$ cat src/common/fsg_pkg.sv
/*
  Constants for the flash security gate: register map, field positions,
  command codes, operating modes and reset values.
  Assumes a 32-bit AHB-Lite register bus with word-aligned registers.
*/
package fsg_pkg;
  // register byte addresses
  localparam logic [7:0] A_MODE   = 8'h00;
  localparam logic [7:0] A_OPTION = 8'h04;
  localparam logic [7:0] A_GUARD  = 8'h08;
  localparam logic [7:0] A_CMD    = 8'h0C;
  localparam logic [7:0] A_RESULT = 8'h10;
  localparam logic [7:0] A_STATUS = 8'h14;
  localparam logic [7:0] A_MASK   = 8'h18;
  // operating modes
  localparam logic [1:0] M_MCU      = 2'h0;
  localparam logic [1:0] M_SERIAL   = 2'h1;
  localparam logic [1:0] M_PARALLEL = 2'h2;
  localparam logic [1:0] M_DEBUG    = 2'h3;
  localparam int MODE_RAMX = 2;
  // commands
  localparam logic [7:0] C_ERASE    = 8'hF0;
  localparam logic [7:0] C_WRITE    = 8'h30;
  localparam logic [7:0] C_READ     = 8'h40;
  localparam logic [7:0] C_RAMLOAD  = 8'h60;
  localparam logic [7:0] C_SECSET   = 8'hFA;
  localparam logic [7:0] C_PAGEPROG = 8'h01;
  localparam logic [7:0] C_DBGSTART = 8'h04;
  localparam logic [7:0] OPT_FREE   = 8'hFF;
  // CMD register fields
  localparam int CMD_SECTOR = 8;
  localparam int CMD_PWOK   = 9;
  localparam int CMD_PTROK  = 10;
  localparam int CMD_GLO    = 11;
  localparam int CMD_GHI    = 13;
  // OPTION register fields
  localparam int OPT_DBG_LO = 8;
  // event / result bit positions
  localparam int EV_GRANT  = 0;
  localparam int EV_REFUSE = 1;
  localparam int EV_LOCK   = 2;
  localparam int RES_BUSY  = 3;
  localparam int EV_W      = 3;
  // reset values
  localparam logic [2:0] GUARD_ERASED = 3'h7;
  localparam logic [7:0] OPT_RST      = 8'hFF;
  localparam logic [1:0] HTRANS_NSEQ  = 2'h2;
  typedef enum logic [1:0] {
    S_IDLE = 2'h0,
    S_EVAL = 2'h1,
    S_DONE = 2'h3,
    S_LOCK = 2'h2
  } gate_state_e;
endpackage

$ cat src/hw/flash_security_gate.sv
/*
  Flash security gate: decides whether flash commands and debugger
  startup may proceed, holds the three guard bits and the two option
  bytes, and answers on an AHB-Lite register slave.
  Assumes a single 10 MHz clock, synchronous active-low reset, and that
  software copies the option bytes from the vector area into OPTION.
*/
module flash_security_gate
  import fsg_pkg::*;
(
  // clock, reset, enable
  input  wire logic        clk,
  input  wire logic        resetn,
  input  wire logic        ce,
  // ahb-lite slave
  input  wire logic        hsel,
  input  wire logic [7:0]  haddr,
  input  wire logic [1:0]  htrans,
  input  wire logic        hwrite,
  input  wire logic [2:0]  hsize,
  input  wire logic        hready,
  input  wire logic [31:0] hwdata,
  output logic      [31:0] hrdata,
  output logic             hreadyout,
  output logic             hresp,
  // gate outcome
  output logic             op_grant,
  output logic             op_refuse,
  output logic             lockout,
  output logic             irq
);
  import fsg_pkg::*;

  gate_state_e state_q, state_d;

  logic [1:0]      mode_q;
  logic            ramx_q;
  logic [7:0]      erase_auth_option_byte;
  logic [7:0]      debug_guard_bypass_byte;
  logic            readout_guard_bit_low;
  logic            readout_guard_bit_high;
  logic            self_program_guard_bit;
  logic [13:0]     cmd_q;
  logic [EV_W-1:0] status_q;
  logic [EV_W-1:0] mask_q;
  logic [EV_W-1:0] result_q;
  logic            wr_pend_q;
  logic [7:0]      addr_q;

  // address phase capture
  wire take      = hsel & hready & htrans[1];
  wire wr_phase  = wr_pend_q;
  wire wr_mode   = wr_phase & (addr_q == A_MODE);
  wire wr_opt    = wr_phase & (addr_q == A_OPTION);
  wire wr_cmd    = wr_phase & (addr_q == A_CMD) & (state_q == S_IDLE);
  wire wr_status = wr_phase & (addr_q == A_STATUS);
  wire wr_mask   = wr_phase & (addr_q == A_MASK);

  // guard decode: a programmed (zero) bit means enabled
  wire readout_on = ~readout_guard_bit_low | ~readout_guard_bit_high;
  wire self_on    = ~self_program_guard_bit;
  wire guard_any  = readout_on | self_on;

  wire [7:0] code   = cmd_q[7:0];
  wire       sector = cmd_q[CMD_SECTOR];
  wire       pw_ok  = cmd_q[CMD_PWOK];
  wire       ptr_ok = cmd_q[CMD_PTROK];
  wire       auth   = pw_ok & ptr_ok;
  wire       erase_free = (erase_auth_option_byte == OPT_FREE);
  wire       dbg_free   = (debug_guard_bypass_byte == OPT_FREE);

  // decision, made from the guard bits as they stand at evaluation
  logic d_grant;
  logic d_lock;
  logic d_clear;
  logic d_prog;
  always_comb begin
    d_grant = 1'b0;
    d_lock  = 1'b0;
    d_clear = 1'b0;
    d_prog  = 1'b0;
    case (mode_q)
      M_PARALLEL: begin
        if (code == C_ERASE) begin
          d_grant = 1'b1;
          d_clear = 1'b1;
        end else if (code == C_READ || code == C_WRITE) begin
          d_grant = ~readout_on;
        end
      end
      M_SERIAL: begin
        if (code == C_ERASE) begin
          if (erase_free && sector) begin
            d_lock = 1'b1;
          end else if (erase_free) begin
            d_grant = ptr_ok;
            d_lock  = ~ptr_ok;
          end else begin
            d_grant = auth;
            d_lock  = ~auth;
          end
          d_clear = d_grant & ~sector;
        end else if (code == C_WRITE || code == C_READ || code == C_RAMLOAD) begin
          if (!auth) begin
            d_lock = 1'b1;
          end else begin
            d_grant = ~guard_any;
          end
        end else if (code == C_SECSET) begin
          d_grant = auth;
          d_lock  = ~auth;
          d_prog  = auth;
        end
      end
      M_DEBUG: begin
        if (code == C_DBGSTART) begin
          if (!pw_ok) begin
            d_lock = 1'b1;
          end else if (dbg_free) begin
            d_grant = 1'b1;
          end else if (guard_any) begin
            d_lock = 1'b1;
          end else begin
            d_grant = 1'b1;
          end
        end
      end
      default: begin
        // mcu mode; ram-run code falls under the same page-program gate
        if (code == C_PAGEPROG) begin
          d_grant = ~self_on;
        end
      end
    endcase
  end

  // state machine: lockout is left only through reset
  always_comb begin
    case (state_q)
      S_IDLE:  state_d = wr_cmd ? S_EVAL : S_IDLE;
      S_EVAL:  state_d = d_lock ? S_LOCK : S_DONE;
      S_DONE:  state_d = S_IDLE;
      S_LOCK:  state_d = S_LOCK;
      default: state_d = S_IDLE;
    endcase
  end

  wire       evaluating = (state_q == S_EVAL);
  wire       ev_grant   = evaluating & d_grant & ~d_lock;
  wire       ev_refuse  = evaluating & ~d_grant & ~d_lock;
  wire       ev_lock    = evaluating & d_lock;
  wire [EV_W-1:0] ev_set = {ev_lock, ev_refuse, ev_grant};
  wire [EV_W-1:0] w1c    = wr_status ? hwdata[EV_W-1:0] : '0;
  // a fresh event wins over a simultaneous clear
  wire [EV_W-1:0] status_d = ev_set | (status_q & ~w1c);

  // guard memory: programmed bits go to zero, chip erase restores ones
  wire [2:0] prog_mask = cmd_q[CMD_GHI:CMD_GLO];
  wire [2:0] guard_q   = {self_program_guard_bit, readout_guard_bit_high,
                          readout_guard_bit_low};
  wire [2:0] guard_d   = (evaluating & d_clear & ~d_lock) ? GUARD_ERASED :
                         (evaluating & d_prog) ? (guard_q & ~prog_mask) : guard_q;

  // read mux, registered so the data phase sees it
  logic [31:0] rd_mux;
  always_comb begin
    case (haddr)
      A_MODE:   rd_mux = {29'h0, ramx_q, mode_q};
      A_OPTION: rd_mux = {16'h0, debug_guard_bypass_byte, erase_auth_option_byte};
      A_GUARD:  rd_mux = {29'h0, guard_q};
      A_CMD:    rd_mux = {18'h0, cmd_q};
      A_RESULT: rd_mux = {28'h0, (state_q == S_EVAL), result_q};
      A_STATUS: rd_mux = {29'h0, status_q};
      A_MASK:   rd_mux = {29'h0, mask_q};
      default:  rd_mux = 32'h0;
    endcase
  end

  // bus slave: one address phase, data phase on the next cycle
  always_ff @(posedge clk) begin
    if (!resetn) begin
      wr_pend_q <= 1'b0;
      addr_q    <= 8'h00;
    end else if (ce) begin
      wr_pend_q <= take & hwrite;
      addr_q    <= take ? haddr : addr_q;
    end
  end

  // read data stands for the data phase only, zero otherwise
  always_ff @(posedge clk) begin
    if (!resetn) begin
      hrdata <= 32'h0;
    end else if (ce) begin
      hrdata <= (take & ~hwrite) ? rd_mux : 32'h0;
    end
  end

  // kept as flops so that every output leaves a register
  always_ff @(posedge clk) begin
    if (!resetn) begin
      hreadyout <= 1'b1;
      hresp     <= 1'b0;
    end else if (ce) begin
      hreadyout <= 1'b1;
      hresp     <= 1'b0;
    end
  end

  // configuration registers
  always_ff @(posedge clk) begin
    if (!resetn) begin
      mode_q <= M_MCU;
      ramx_q <= 1'b0;
    end else if (ce) begin
      if (wr_mode) begin
        mode_q <= hwdata[1:0];
        ramx_q <= hwdata[MODE_RAMX];
      end
    end
  end

  // option bytes are a software copy; a stale copy weakens the gate
  always_ff @(posedge clk) begin
    if (!resetn) begin
      erase_auth_option_byte  <= OPT_RST;
      debug_guard_bypass_byte <= OPT_RST;
    end else if (ce) begin
      if (wr_opt) begin
        erase_auth_option_byte  <= hwdata[7:0];
        debug_guard_bypass_byte <= hwdata[OPT_DBG_LO+7:OPT_DBG_LO];
      end
    end
  end

  always_ff @(posedge clk) begin
    if (!resetn) begin
      mask_q <= '0;
    end else if (ce) begin
      if (wr_mask) begin
        mask_q <= hwdata[EV_W-1:0];
      end
    end
  end

  // gate state
  always_ff @(posedge clk) begin
    if (!resetn) begin
      state_q <= S_IDLE;
    end else if (ce) begin
      state_q <= state_d;
    end
  end

  // a command is taken only while idle, so lockout cannot be overwritten
  always_ff @(posedge clk) begin
    if (!resetn) begin
      cmd_q <= '0;
    end else if (ce) begin
      if (wr_cmd) begin
        cmd_q <= hwdata[CMD_GHI:0];
      end
    end
  end

  // guard bits stand in for dedicated memory; persistence is not modelled
  always_ff @(posedge clk) begin
    if (!resetn) begin
      readout_guard_bit_low  <= GUARD_ERASED[0];
      readout_guard_bit_high <= GUARD_ERASED[1];
      self_program_guard_bit <= GUARD_ERASED[2];
    end else if (ce) begin
      {self_program_guard_bit, readout_guard_bit_high, readout_guard_bit_low} <= guard_d;
    end
  end

  always_ff @(posedge clk) begin
    if (!resetn) begin
      status_q <= '0;
    end else if (ce) begin
      status_q <= status_d;
    end
  end

  always_ff @(posedge clk) begin
    if (!resetn) begin
      result_q <= '0;
    end else if (ce) begin
      if (evaluating) begin
        result_q <= ev_set;
      end
    end
  end

  // outcome pins, all from flops
  always_ff @(posedge clk) begin
    if (!resetn) begin
      op_grant <= 1'b0;
    end else if (ce) begin
      op_grant <= ev_grant;
    end
  end

  always_ff @(posedge clk) begin
    if (!resetn) begin
      op_refuse <= 1'b0;
    end else if (ce) begin
      op_refuse <= ev_refuse;
    end
  end

  // taken from the next state so lockout rises with the decision
  always_ff @(posedge clk) begin
    if (!resetn) begin
      lockout <= 1'b0;
    end else if (ce) begin
      lockout <= (state_d == S_LOCK);
    end
  end

  // level interrupt; follows status in the same cycle and mask one cycle late
  always_ff @(posedge clk) begin
    if (!resetn) begin
      irq <= 1'b0;
    end else if (ce) begin
      irq <= |(status_d & mask_q);
    end
  end
endmodule

$ cat config.mk
export PLATFORM = sky130hd
export DESIGN_NAME = flash_security_gate
export DESIGN_NICKNAME = d
export VERILOG_FILES = /design/src/common/fsg_pkg.sv /design/src/hw/flash_security_gate.sv
export SDC_FILE = /design/constraint.sdc
export NUM_CORES = 1
export LEC_CHECK = 0
export BUFFER_PORTS_ARGS = -buffer_cell sky130_fd_sc_hd__buf_2
export CORE_AREA = 5 5 94 96
export CTS_CLUSTER_DIAMETER = 100
export DETAILED_ROUTE_END_ITERATION = 6
export DIE_AREA = 0 0 99 101
export GPL_ROUTABILITY_DRIVEN = 1
export GPL_TIMING_DRIVEN = 1
export HOLD_SLACK_MARGIN = 0.02
export PLACE_DENSITY_LB_ADDON = 0.25
export SYNTH_ARGS = -nofsm -noshare
export SYNTH_HDL_FRONTEND = slang
export SYNTH_SLANG_ARGS = --single-unit
$ cat constraint.sdc
create_clock -name clk -period 4 [get_ports clk]
set_input_delay 0.6 -clock clk [delete_from_list [all_inputs] [get_ports clk]]
set_output_delay 0.6 -clock clk [all_outputs]
set_load 0.005 [all_outputs]
======== Word level (Yosys, flattened, before mapping) ========
Index checks and enable logic that the tools add are counted.
word-level totals
  register bits ........................... 92
  bits of input ports ..................... 51
  output and inout bits ................... 38
  logic and storage cells ................. 140
cells by class
  eq/ne operators ......................... 26
  multiplexer cells ....................... 41
  bitwise logic cells ..................... 39
  reduce and logical (&&, ||, !) cells .... 15
operator list
  cell                                                                   count
  16-bit case mux with 7 select lines                                    1
  8-bit by 5-bit equality test with 1-bit output, second input constant  5
  8-bit equality test, second input constant                             4
  1-bit two-way mux                                                      32
  32-bit two-way mux                                                     1
  8-bit by 3-bit equality test with 1-bit output, second input constant  3
  8-bit by 4-bit equality test with 1-bit output, second input constant  3
  1-bit AND                                                              20
  8-bit by 7-bit equality test with 1-bit output, second input constant  2
  8-bit logical NOT                                                      2
  2-bit AND reduction                                                    7
  1-bit inverter                                                         11
  2-bit equality test, second input constant                             5
  3-bit AND                                                              3
  3-bit two-way mux                                                      3
  8-bit by 1-bit equality test with 1-bit output, second input constant  1
  8-bit by 6-bit equality test with 1-bit output, second input constant  1
  2-bit case mux with 4 select lines                                     1
  3-bit inverter                                                         2
  2-bit by 1-bit equality test with 1-bit output, second input constant  2
  1-bit case mux with 2 select lines                                     2
  3-bit OR                                                               1
  1-bit case mux with 3 select lines                                     1
  3-bit OR reduction                                                     1
  other kinds (5)                                                        7

======== Longest topological paths before layout ========
Gate-level depths: netlist of the first run.
  depth in word-level cells ............... 14
  gate-level depth with buffers ........... 9
  gate-level depth less buffers ........... 8

======== Worst setup path before layout of the first run ========
Ideal clock, no wire load.
  kind .................................... input to register
  start point ............................. input port ce
  end point ............................... register hrdata[10]
  library setup time ...................... 0.076 ns
  data arrival time ....................... 1.961 ns
  required time ........................... 3.924 ns
  slack ................................... 1.964 ns
  cell stages on the path ................. 8
  buffers on the path ..................... 3
  cell sequence ........................... buf_2 -> and4_1 -> buf_2 -> nand3_1 -> nor3_1 -> buf_2 -> a22oi_1 -> a21boi_0
RTL lines
  what                  line                        source
  start, declared       flash_security_gate.sv:14   input wire logic ce,
  end signal, assigned  flash_security_gate.sv:195  hrdata <= (take & ~hwrite) ? rd_mux : 32'h0;
  end, declared         flash_security_gate.sv:23   output logic [31:0] hrdata,

==> results.tsv, run 1 <==
metric	value	unit
core area	7969	µm²
# rows	33	
WS Path Type	in2reg	
Clock power frac	38.6	%
initial core utilization	48.27	%
Area Overhead vs Synth	9.987	%
Worst VDD drop	0.1432	mV
worst hold stages	3	
length of the first detailed-routing pass in iterations	4	
Sw Ratio	23.57	%
critical path fanouts, max	18	
GR peak layer	met2	
Layout Cells excl Fill	596	
via count	3198	
pre-CTS WS	1350	ps
worst-margin pin slew	764.3	ps
setup tns final	0	ps
Main synth FF type	dfxtp_1	
share of the clock period used by the worst path	58.25	%
Req. time, crit path	4280	ps
clock tree buffer depth	2	
DP HPWL	6543	µm
die width	99	µm
Vias/cell	5.366	
worst r2r dst	state_q[0]$_SDFFE_PN0P_	
initial antenna violation count	0	
leakage power	0.001730	µW
mean area per synthesized cell	8.566	µm²
global route overflow	0	
top cells by area, synth	dfxtp_1 (40%), nand2_1 (10%), a21boi_0 (5.1%), buf_4 (3.5%), nand3_1 (3.1%)	
fmax	0.4292	GHz
Reg power frac	55.8	%
WL per Instance	15.03	µm
Hold Startpoint	hwdata[14]	
Yosys reg bits	76	
Final Max Tran Viols	0	
Reg area	1521	µm²
Post-CTS Setup Inserts	0	
Clk Latency, worst-skew pair	350	ps
clk root buf	clkbuf_8	
maxcap violations	0	
Die ar.	9999	µm²
Hold Slack	453.0	ps
All-Layer GR Usage	18.25	%
# DRC	0	
Mapped Cells	449	
n_diodes	0	
worst setup margin	1670	ps
first-pass GRT wire length	14730	µm
final WL	8960	µm
port buffer count	50	
status	complete, no violations	
Worst setup EP type	register	
grt met1 use	24.06	%
crit path DAT	2610	ps
Pwr per Cell Area	322.7	nW/µm²
clk_skew	9.075	ps
Synth warnings	0	
Filler Cells Inserted	778	
worst hold path type	in2reg	
DIE HEIGHT	101	µm
hold buffers post-CTS	0	
post-layout util	53.09	%
Synth Cell Area	3846	µm²
Iter 0 DRT Violations	174	
CTS sink cnt	76	
Period minus WS final	2330	ps
Ports	89	
Switch Pwr	321.7	µW
post-synthesis cell type count	63	
R2R setup slack	1690	ps
RSZ-0062 raised after global routing	no	
largest net degree at the start of global routing	42	
Routed Antenna Nets	0	
count of final setup violators	0	
CTS H-tree depth	3	
number of buffers created by CTS	9	
kind of start point of the critical path	primary input	
sequential-to-total area share from yosys stat	39.56	%
Slew HR	48.86	%
EDFF count, synth	0	
number of global-route vias before repair	3018	
Final Hold Vio Count	0	
GR Util met2	29.65	%
post-synth top area share	39.56	%
placed cells	581	
Resize count post-CTS	0	
Comb pwr share	5.7	%
Cell Int Power	1043	µW
FFs w/ async S/R, synth	0	%
area of the multi-input gates	2090	µm²
Worst Hold Endpoint	debug_guard_bypass_byte[6]$_SDFFE_PN1P_	
Final GP Congestion	0.8961	
Synth area leader	dfxtp_1	
met3 Use GR	3.391	%
Clock transition at path regs	80	ps
CTS tree	yes	
FF-to-FF Start	addr_q[0]$_SDFFE_PN0P_	
Worst R2R Path Depth	7	
fin nets	545	
layout cells sized above 1	18.74	%
## synthesized netlist by cell type, types with 2 or more instances
cell type,number
clkbuf_1,14
and3_1,2
nor2b_1,18
nor2_2,2
inv_1,9
a21boi_0,26
a21o_1,5
nand4_1,9
a21oi_1,8
a21boi_1,10
nor4_1,3
mux2i_1,11
or2_2,2
o21ai_0,8
and2_1,3
conb_1,2
dfxtp_1,76
nor2_1,12
mux4_2,3
buf_2,6
o21a_1,8
a211oi_1,4
a22oi_1,14
buf_6,3
nor3_1,2
buf_4,18
or4_4,2
nand2_1,102
nand2b_1,4
nand3_1,24
ha_1,7
## worst max-delay path by stage
stage	start	slack, ps	endpoint
2_1_floorplan	ce	1960	hrdata[10]$_SDFFE_PN0P_
3_3_place_gp	ce	1370	hrdata[7]$_SDFFE_PN0P_
3_5_place_dp	ce	1350	hrdata[7]$_SDFFE_PN0P_
4_1_cts	addr_q[0]$_SDFFE_PN0P_	1650	state_q[0]$_SDFFE_PN0P_
5_1_grt	ce	1490	hrdata[5]$_SDFFE_PN0P_
6_report	ce	1670	hrdata[7]$_SDFFE_PN0P_
## registers in the layout, summed over array words and instances (netlist names), 2 cells and up
signal / cells
hrdata: 16
cmd_q: 14
addr_q: 8
debug_guard_bypass_byte: 8
erase_auth_option_byte: 8
mask_q: 3
result_q: 3
status_q: 3
mode_q: 2
state_q: 2
## critical path, cell delays in order
cell	delay, ps
buf_2	300
and4_1	450
nand3_1	200
nor2_1	640
a22oi_1	210
a21boi_0	210
## final cells by class
cell class                      count  area share [%]
Multi-Input combinational cell    337           49.39
Inverter                           10          0.9169
Clock buffer                       11           3.579
Clock inverter                      4          0.5915
Sequential cell                    76           35.97
Timing Repair Buffer               53           6.448
Tap cell                          105           3.106
## metal layers
| layer | share of wire, % | vias up |
|---|---|---|
| li1 | - | 1604 |
| met5 | 0 | - |
| met4 | 1.1 | 0 |
| met3 | 6.4 | 10 |
| met2 | 47 | 85 |
| met1 | 46 | 1499 |
## cells by family (layout without fill, tap and decap cells)
| kind of cell | after synthesis | in the layout | synth area share (%) |
|---|---|---|---|
| adder cells (fa/ha/maj) | 7 | 7 | 2.277 |
| AO/OA/AOI/OAI | 101 | 101 | 20.53 |
| flip-flops | 76 | 76 | 39.56 |
| AND/OR/NAND/NOR | 197 | 197 | 25.15 |
| buffers and inverters | 52 | 78 | 7.677 |
| multiplexers | 14 | 14 | 4.619 |
| other | 2 | 18 | 0.1953 |
## through the flow
step | area [µm²] | total power, µW
after floorplan | 3906 | 839.8
after global placement | 4054 | 855.2
after detailed placement | 4054 | 855.6
after CTS | 4230 | 1376
after global routing | 4230 | 1424
final | 4230 | 1365
## cell usage in the layout (no fill, tap or decap), types with 9 or more instances in the layout
| master | Yosys | final |
|---|---|---|
| clkbuf_8 | 0 | 11 |
| a21boi_0 | 26 | 26 |
| nand4_1 | 9 | 9 |
| nor2_1 | 12 | 12 |
| nand2_1 | 102 | 102 |
| nand3_1 | 24 | 24 |
| conb_1 | 2 | 18 |
| inv_1 | 9 | 9 |
| a21boi_1 | 10 | 10 |
| nor2b_1 | 18 | 18 |
| buf_2 | 6 | 50 |
| a22oi_1 | 14 | 14 |
| dfxtp_1 | 76 | 76 |
| mux2i_1 | 11 | 11 |
## power groups by stage
stage	combinational (µW)	clock, µW	sequential (µW)
after floorplan	61.6	0	778
after global placement	76.4	0	779
after detailed placement	76.7	0	779
after CTS	76.9	538	761
after global routing	85.7	577	761
final	77.4	526	761
Note: power is estimated with default switching activity, not from simulation.
==> run 2: changes to the inputs <==
CORE_AREA = 5 5 95 97   (was 5 5 94 96)
DIE_AREA = 0 0 100 102   (was 0 0 99 101)
clock period = 1.95 ns   (was 4 ns; I/O delays follow)
==> run 2 against run 1 <==
The flow now finishes with violations (negative setup slack). Clock power up 110%. Design area up 15%. Clock skew up 4.2 ps. Hold slack worse by 290 ps. Critical path type is now reg2reg. Critical endpoint is now lockout$_SDFFE_PN0P_. Largest cell class unchanged. Highest routed layer unchanged.
==> results.tsv, run 2 (synthesis gave the netlist of run 1 again) <==
metric	value	unit	change
status	finished, violations left		was complete, no violations
failing checks	negative setup slack		
commonest non-fill, non-tap cell in the layout	nand2_1		unchanged
Worst setup EP type	register		unchanged
crit path DAT	2250	ps	was 2610 ps
initial antenna violation count	0		unchanged
crit path buf inv count	0		was 1
grt met1 use	27.03	%	was 24.06%
power after layout	2853	µW	was 1365 µW
leakage power	0.002006	µW	was 0.001730 µW
fin nets	590		was 545
Iter 0 DRT Violations	209		was 174
Hold Startpoint	hwdata[14]		unchanged
maxcap violations	0		unchanged
clk_skew	13.28	ps	was 9.075 ps
Sw Ratio	25.36	%	was 23.57%
Clock transition at path regs	80	ps	about the same
initial core utilization	47.77	%	was 48.27%
# rows	33		unchanged
biggest regs	hrdata (16), cmd_q (14)		unchanged
die width	100	µm	was 99 µm
RSZ-0062 raised after global routing	yes		was no
clock tree buffer depth	2		unchanged
Hold Slack	158.8	ps	was 453.0 ps
layout cells sized above 1	33.33	%	was 18.74%
share of the clock period used by the worst path	102.6	%	
Area Overhead vs Synth	26.58	%	was 9.987%
Clock power frac	38.9	%	was 38.6%
CTS H-tree depth	3		unchanged
clk root buf	clkbuf_8		unchanged
fmax	0.4999	GHz	
Final GP Congestion	0.9538		was 0.8961
critical path fanouts, max	5		was 18
CP cell instances	or4_4, nor2_4, nand3_4, or2_4, o21ai_2, o21ai_1, and3_1		was buf_2, and4_1, nand3_1, nor2_1, a22oi_1, a21boi_0
FF-to-FF Start	addr_q[6]$_SDFFE_PN0P_		was addr_q[0]$_SDFFE_PN0P_
slowest CP cell	or4_4		was nor2_1
Req. time, crit path	2200	ps	was 4280 ps
via count	3456		was 3,198
Cell Int Power	2130	µW	was 1043 µW
Pwr per Cell Area	586.1	nW/µm²	was 322.7 nW/µm²
worst setup margin	-50.58	ps	was 1670 ps
WL per Instance	15.95	µm	was 15.03 µm
Reg power frac	54.7	%	was 55.8%
commonest non-fill, non-tap cells in the layout	nand2_1 (84), dfxtp_1 (69), buf_2 (50), buf_4 (43), nand3_1 (23)		was nand2_1 (102), dfxtp_1 (76), buf_2 (50), a21boi_0 (26), nand3_1 (24)
setup tns final	-286.4	ps	was 0 ps
number of global-route vias before repair	3289		was 3,018
GR Util met2	32.89	%	was 29.65%
largest net degree at the start of global routing	28		was 42
Routed Antenna Nets	0		unchanged
first-pass GRT wire length	16360	µm	was 14,730 µm
family with the most delay on the worst path	simple AND/OR/NAND/NOR gates		unchanged
Period minus WS final	2001	ps	
worst hold path type	in2reg		unchanged
placed cells	621		was 581
DIE HEIGHT	102	µm	was 101 µm
GR peak layer	met2		unchanged
Filler Cells Inserted	709		was 778
Vias/cell	5.383		was 5.366
core area	8051	µm²	was 7969 µm²
Final Hold Vio Count	0		unchanged
global route overflow	0		unchanged
Final Max Tran Viols	0		unchanged
count of final setup violators	12		was 0
All-Layer GR Usage	20.07	%	was 18.25%
n_diodes	0		unchanged
max reg flops	16		unchanged
DP HPWL	7176	µm	was 6543 µm
Layout Cells excl Fill	642		was 596
kind of start point of the critical path	register		was primary input
start point of the critical path	addr_q[6]$_SDFFE_PN0P_		was ce
WS Path Type	reg2reg		was in2reg
Worst path max stage delay	600	ps	was 640 ps
post-layout util	60.47	%	was 53.09%
# DRC	0		unchanged
length of the first detailed-routing pass in iterations	4		unchanged
Die ar.	10200	µm²	was 9999 µm²
number of buffers created by CTS	9		unchanged
Worst VDD drop	0.2987	mV	was 0.1432 mV
Switch Pwr	723.5	µW	was 321.7 µW
Ports	89		unchanged
CTS tree	yes		unchanged
hold buffers post-CTS	0		unchanged
largest register by flop count	hrdata		unchanged
Comb pwr share	6.4	%	was 5.7%
final WL	10240	µm	was 8960 µm
Clk Latency, worst-skew pair	350	ps	about the same
port buffer count	50		unchanged
CTS sink cnt	76		unchanged
met3 Use GR	3.208	%	was 3.391%
[run 2: cell types whose count changed in the layout (fill, tap and decap cells not counted), sizes merged]
cell	delta
buf	+43
inv	+2
clkbuf	+1
clkinv	-1
clkinvlp	+1
[run 2: final timing paths]
check | endpoint | slack [ps] | depth (start not counted)
setup / recovery | lockout$_SDFFE_PN0P_ | -50 | 7
hold / removal | debug_guard_bypass_byte[6]$_SDFFE_PN1P_ | 160 | 3
setup reg to reg | lockout$_SDFFE_PN0P_ | -50 | 7
hold reg to reg | addr_q[7]$_SDFFE_PN0P_ | 460 | 2
[run 2: layout make-up]
class	count	area [µm²]	share of cell area (%)
Multi-Input combinational cell	337	2310	47.44
Clock buffer	11	141.4	2.904
Clock inverter	5	36.28	0.7453
Sequential cell	76	1533	31.48
Timing Repair inverter	1	8.758	0.1799
Tap cell	105	131.4	2.699
Timing Repair Buffer	97	658.1	13.52
Inverter	10	50.05	1.028
[run 2: routing by layer]
metal	part of all wire, %	vias to the layer above
met5	0	-
met3	6.4	15
met4	1.9	0
met1	44	1649
met2	48	100
li1	-	1692
[run 2: power groups by stage]
stage               Sequential [µW]  Combinational (µW)  Clock [µW]
finish                         1560                 183        1110
global route                   1560                 199        1200
CTS                            1560                 177        1130
detailed placement             1600                 170           0
global placement               1600                 168           0
floorplan                      1600                 126           0
[run 2: worst min-delay path: cells and delay by family]
family        cells  cell delay (ps)
buf+inv           1               80
simple gates      2              110
[run 2: stage by stage]
step                setup slack (ps)  instance area [µm²]
CTS                           -6.561                 4657
global route                  -118.8                 4868
floorplan                      64.26                 3906
finish                        -50.58                 4868
detailed placement            -80.65                 4379
global placement              -73.54                 4379
[run 2: timing repair]
| item | 4_1_cts | 5_1_grt |
|---|---|---|
| buffers inserted | 2 | 3 |
| pin swaps | 16 | 37 |
| gates resized for setup | 19 | 54 |
| cloned | 0 | 2 |
| setup endpoints to repair | 45 | 30 |
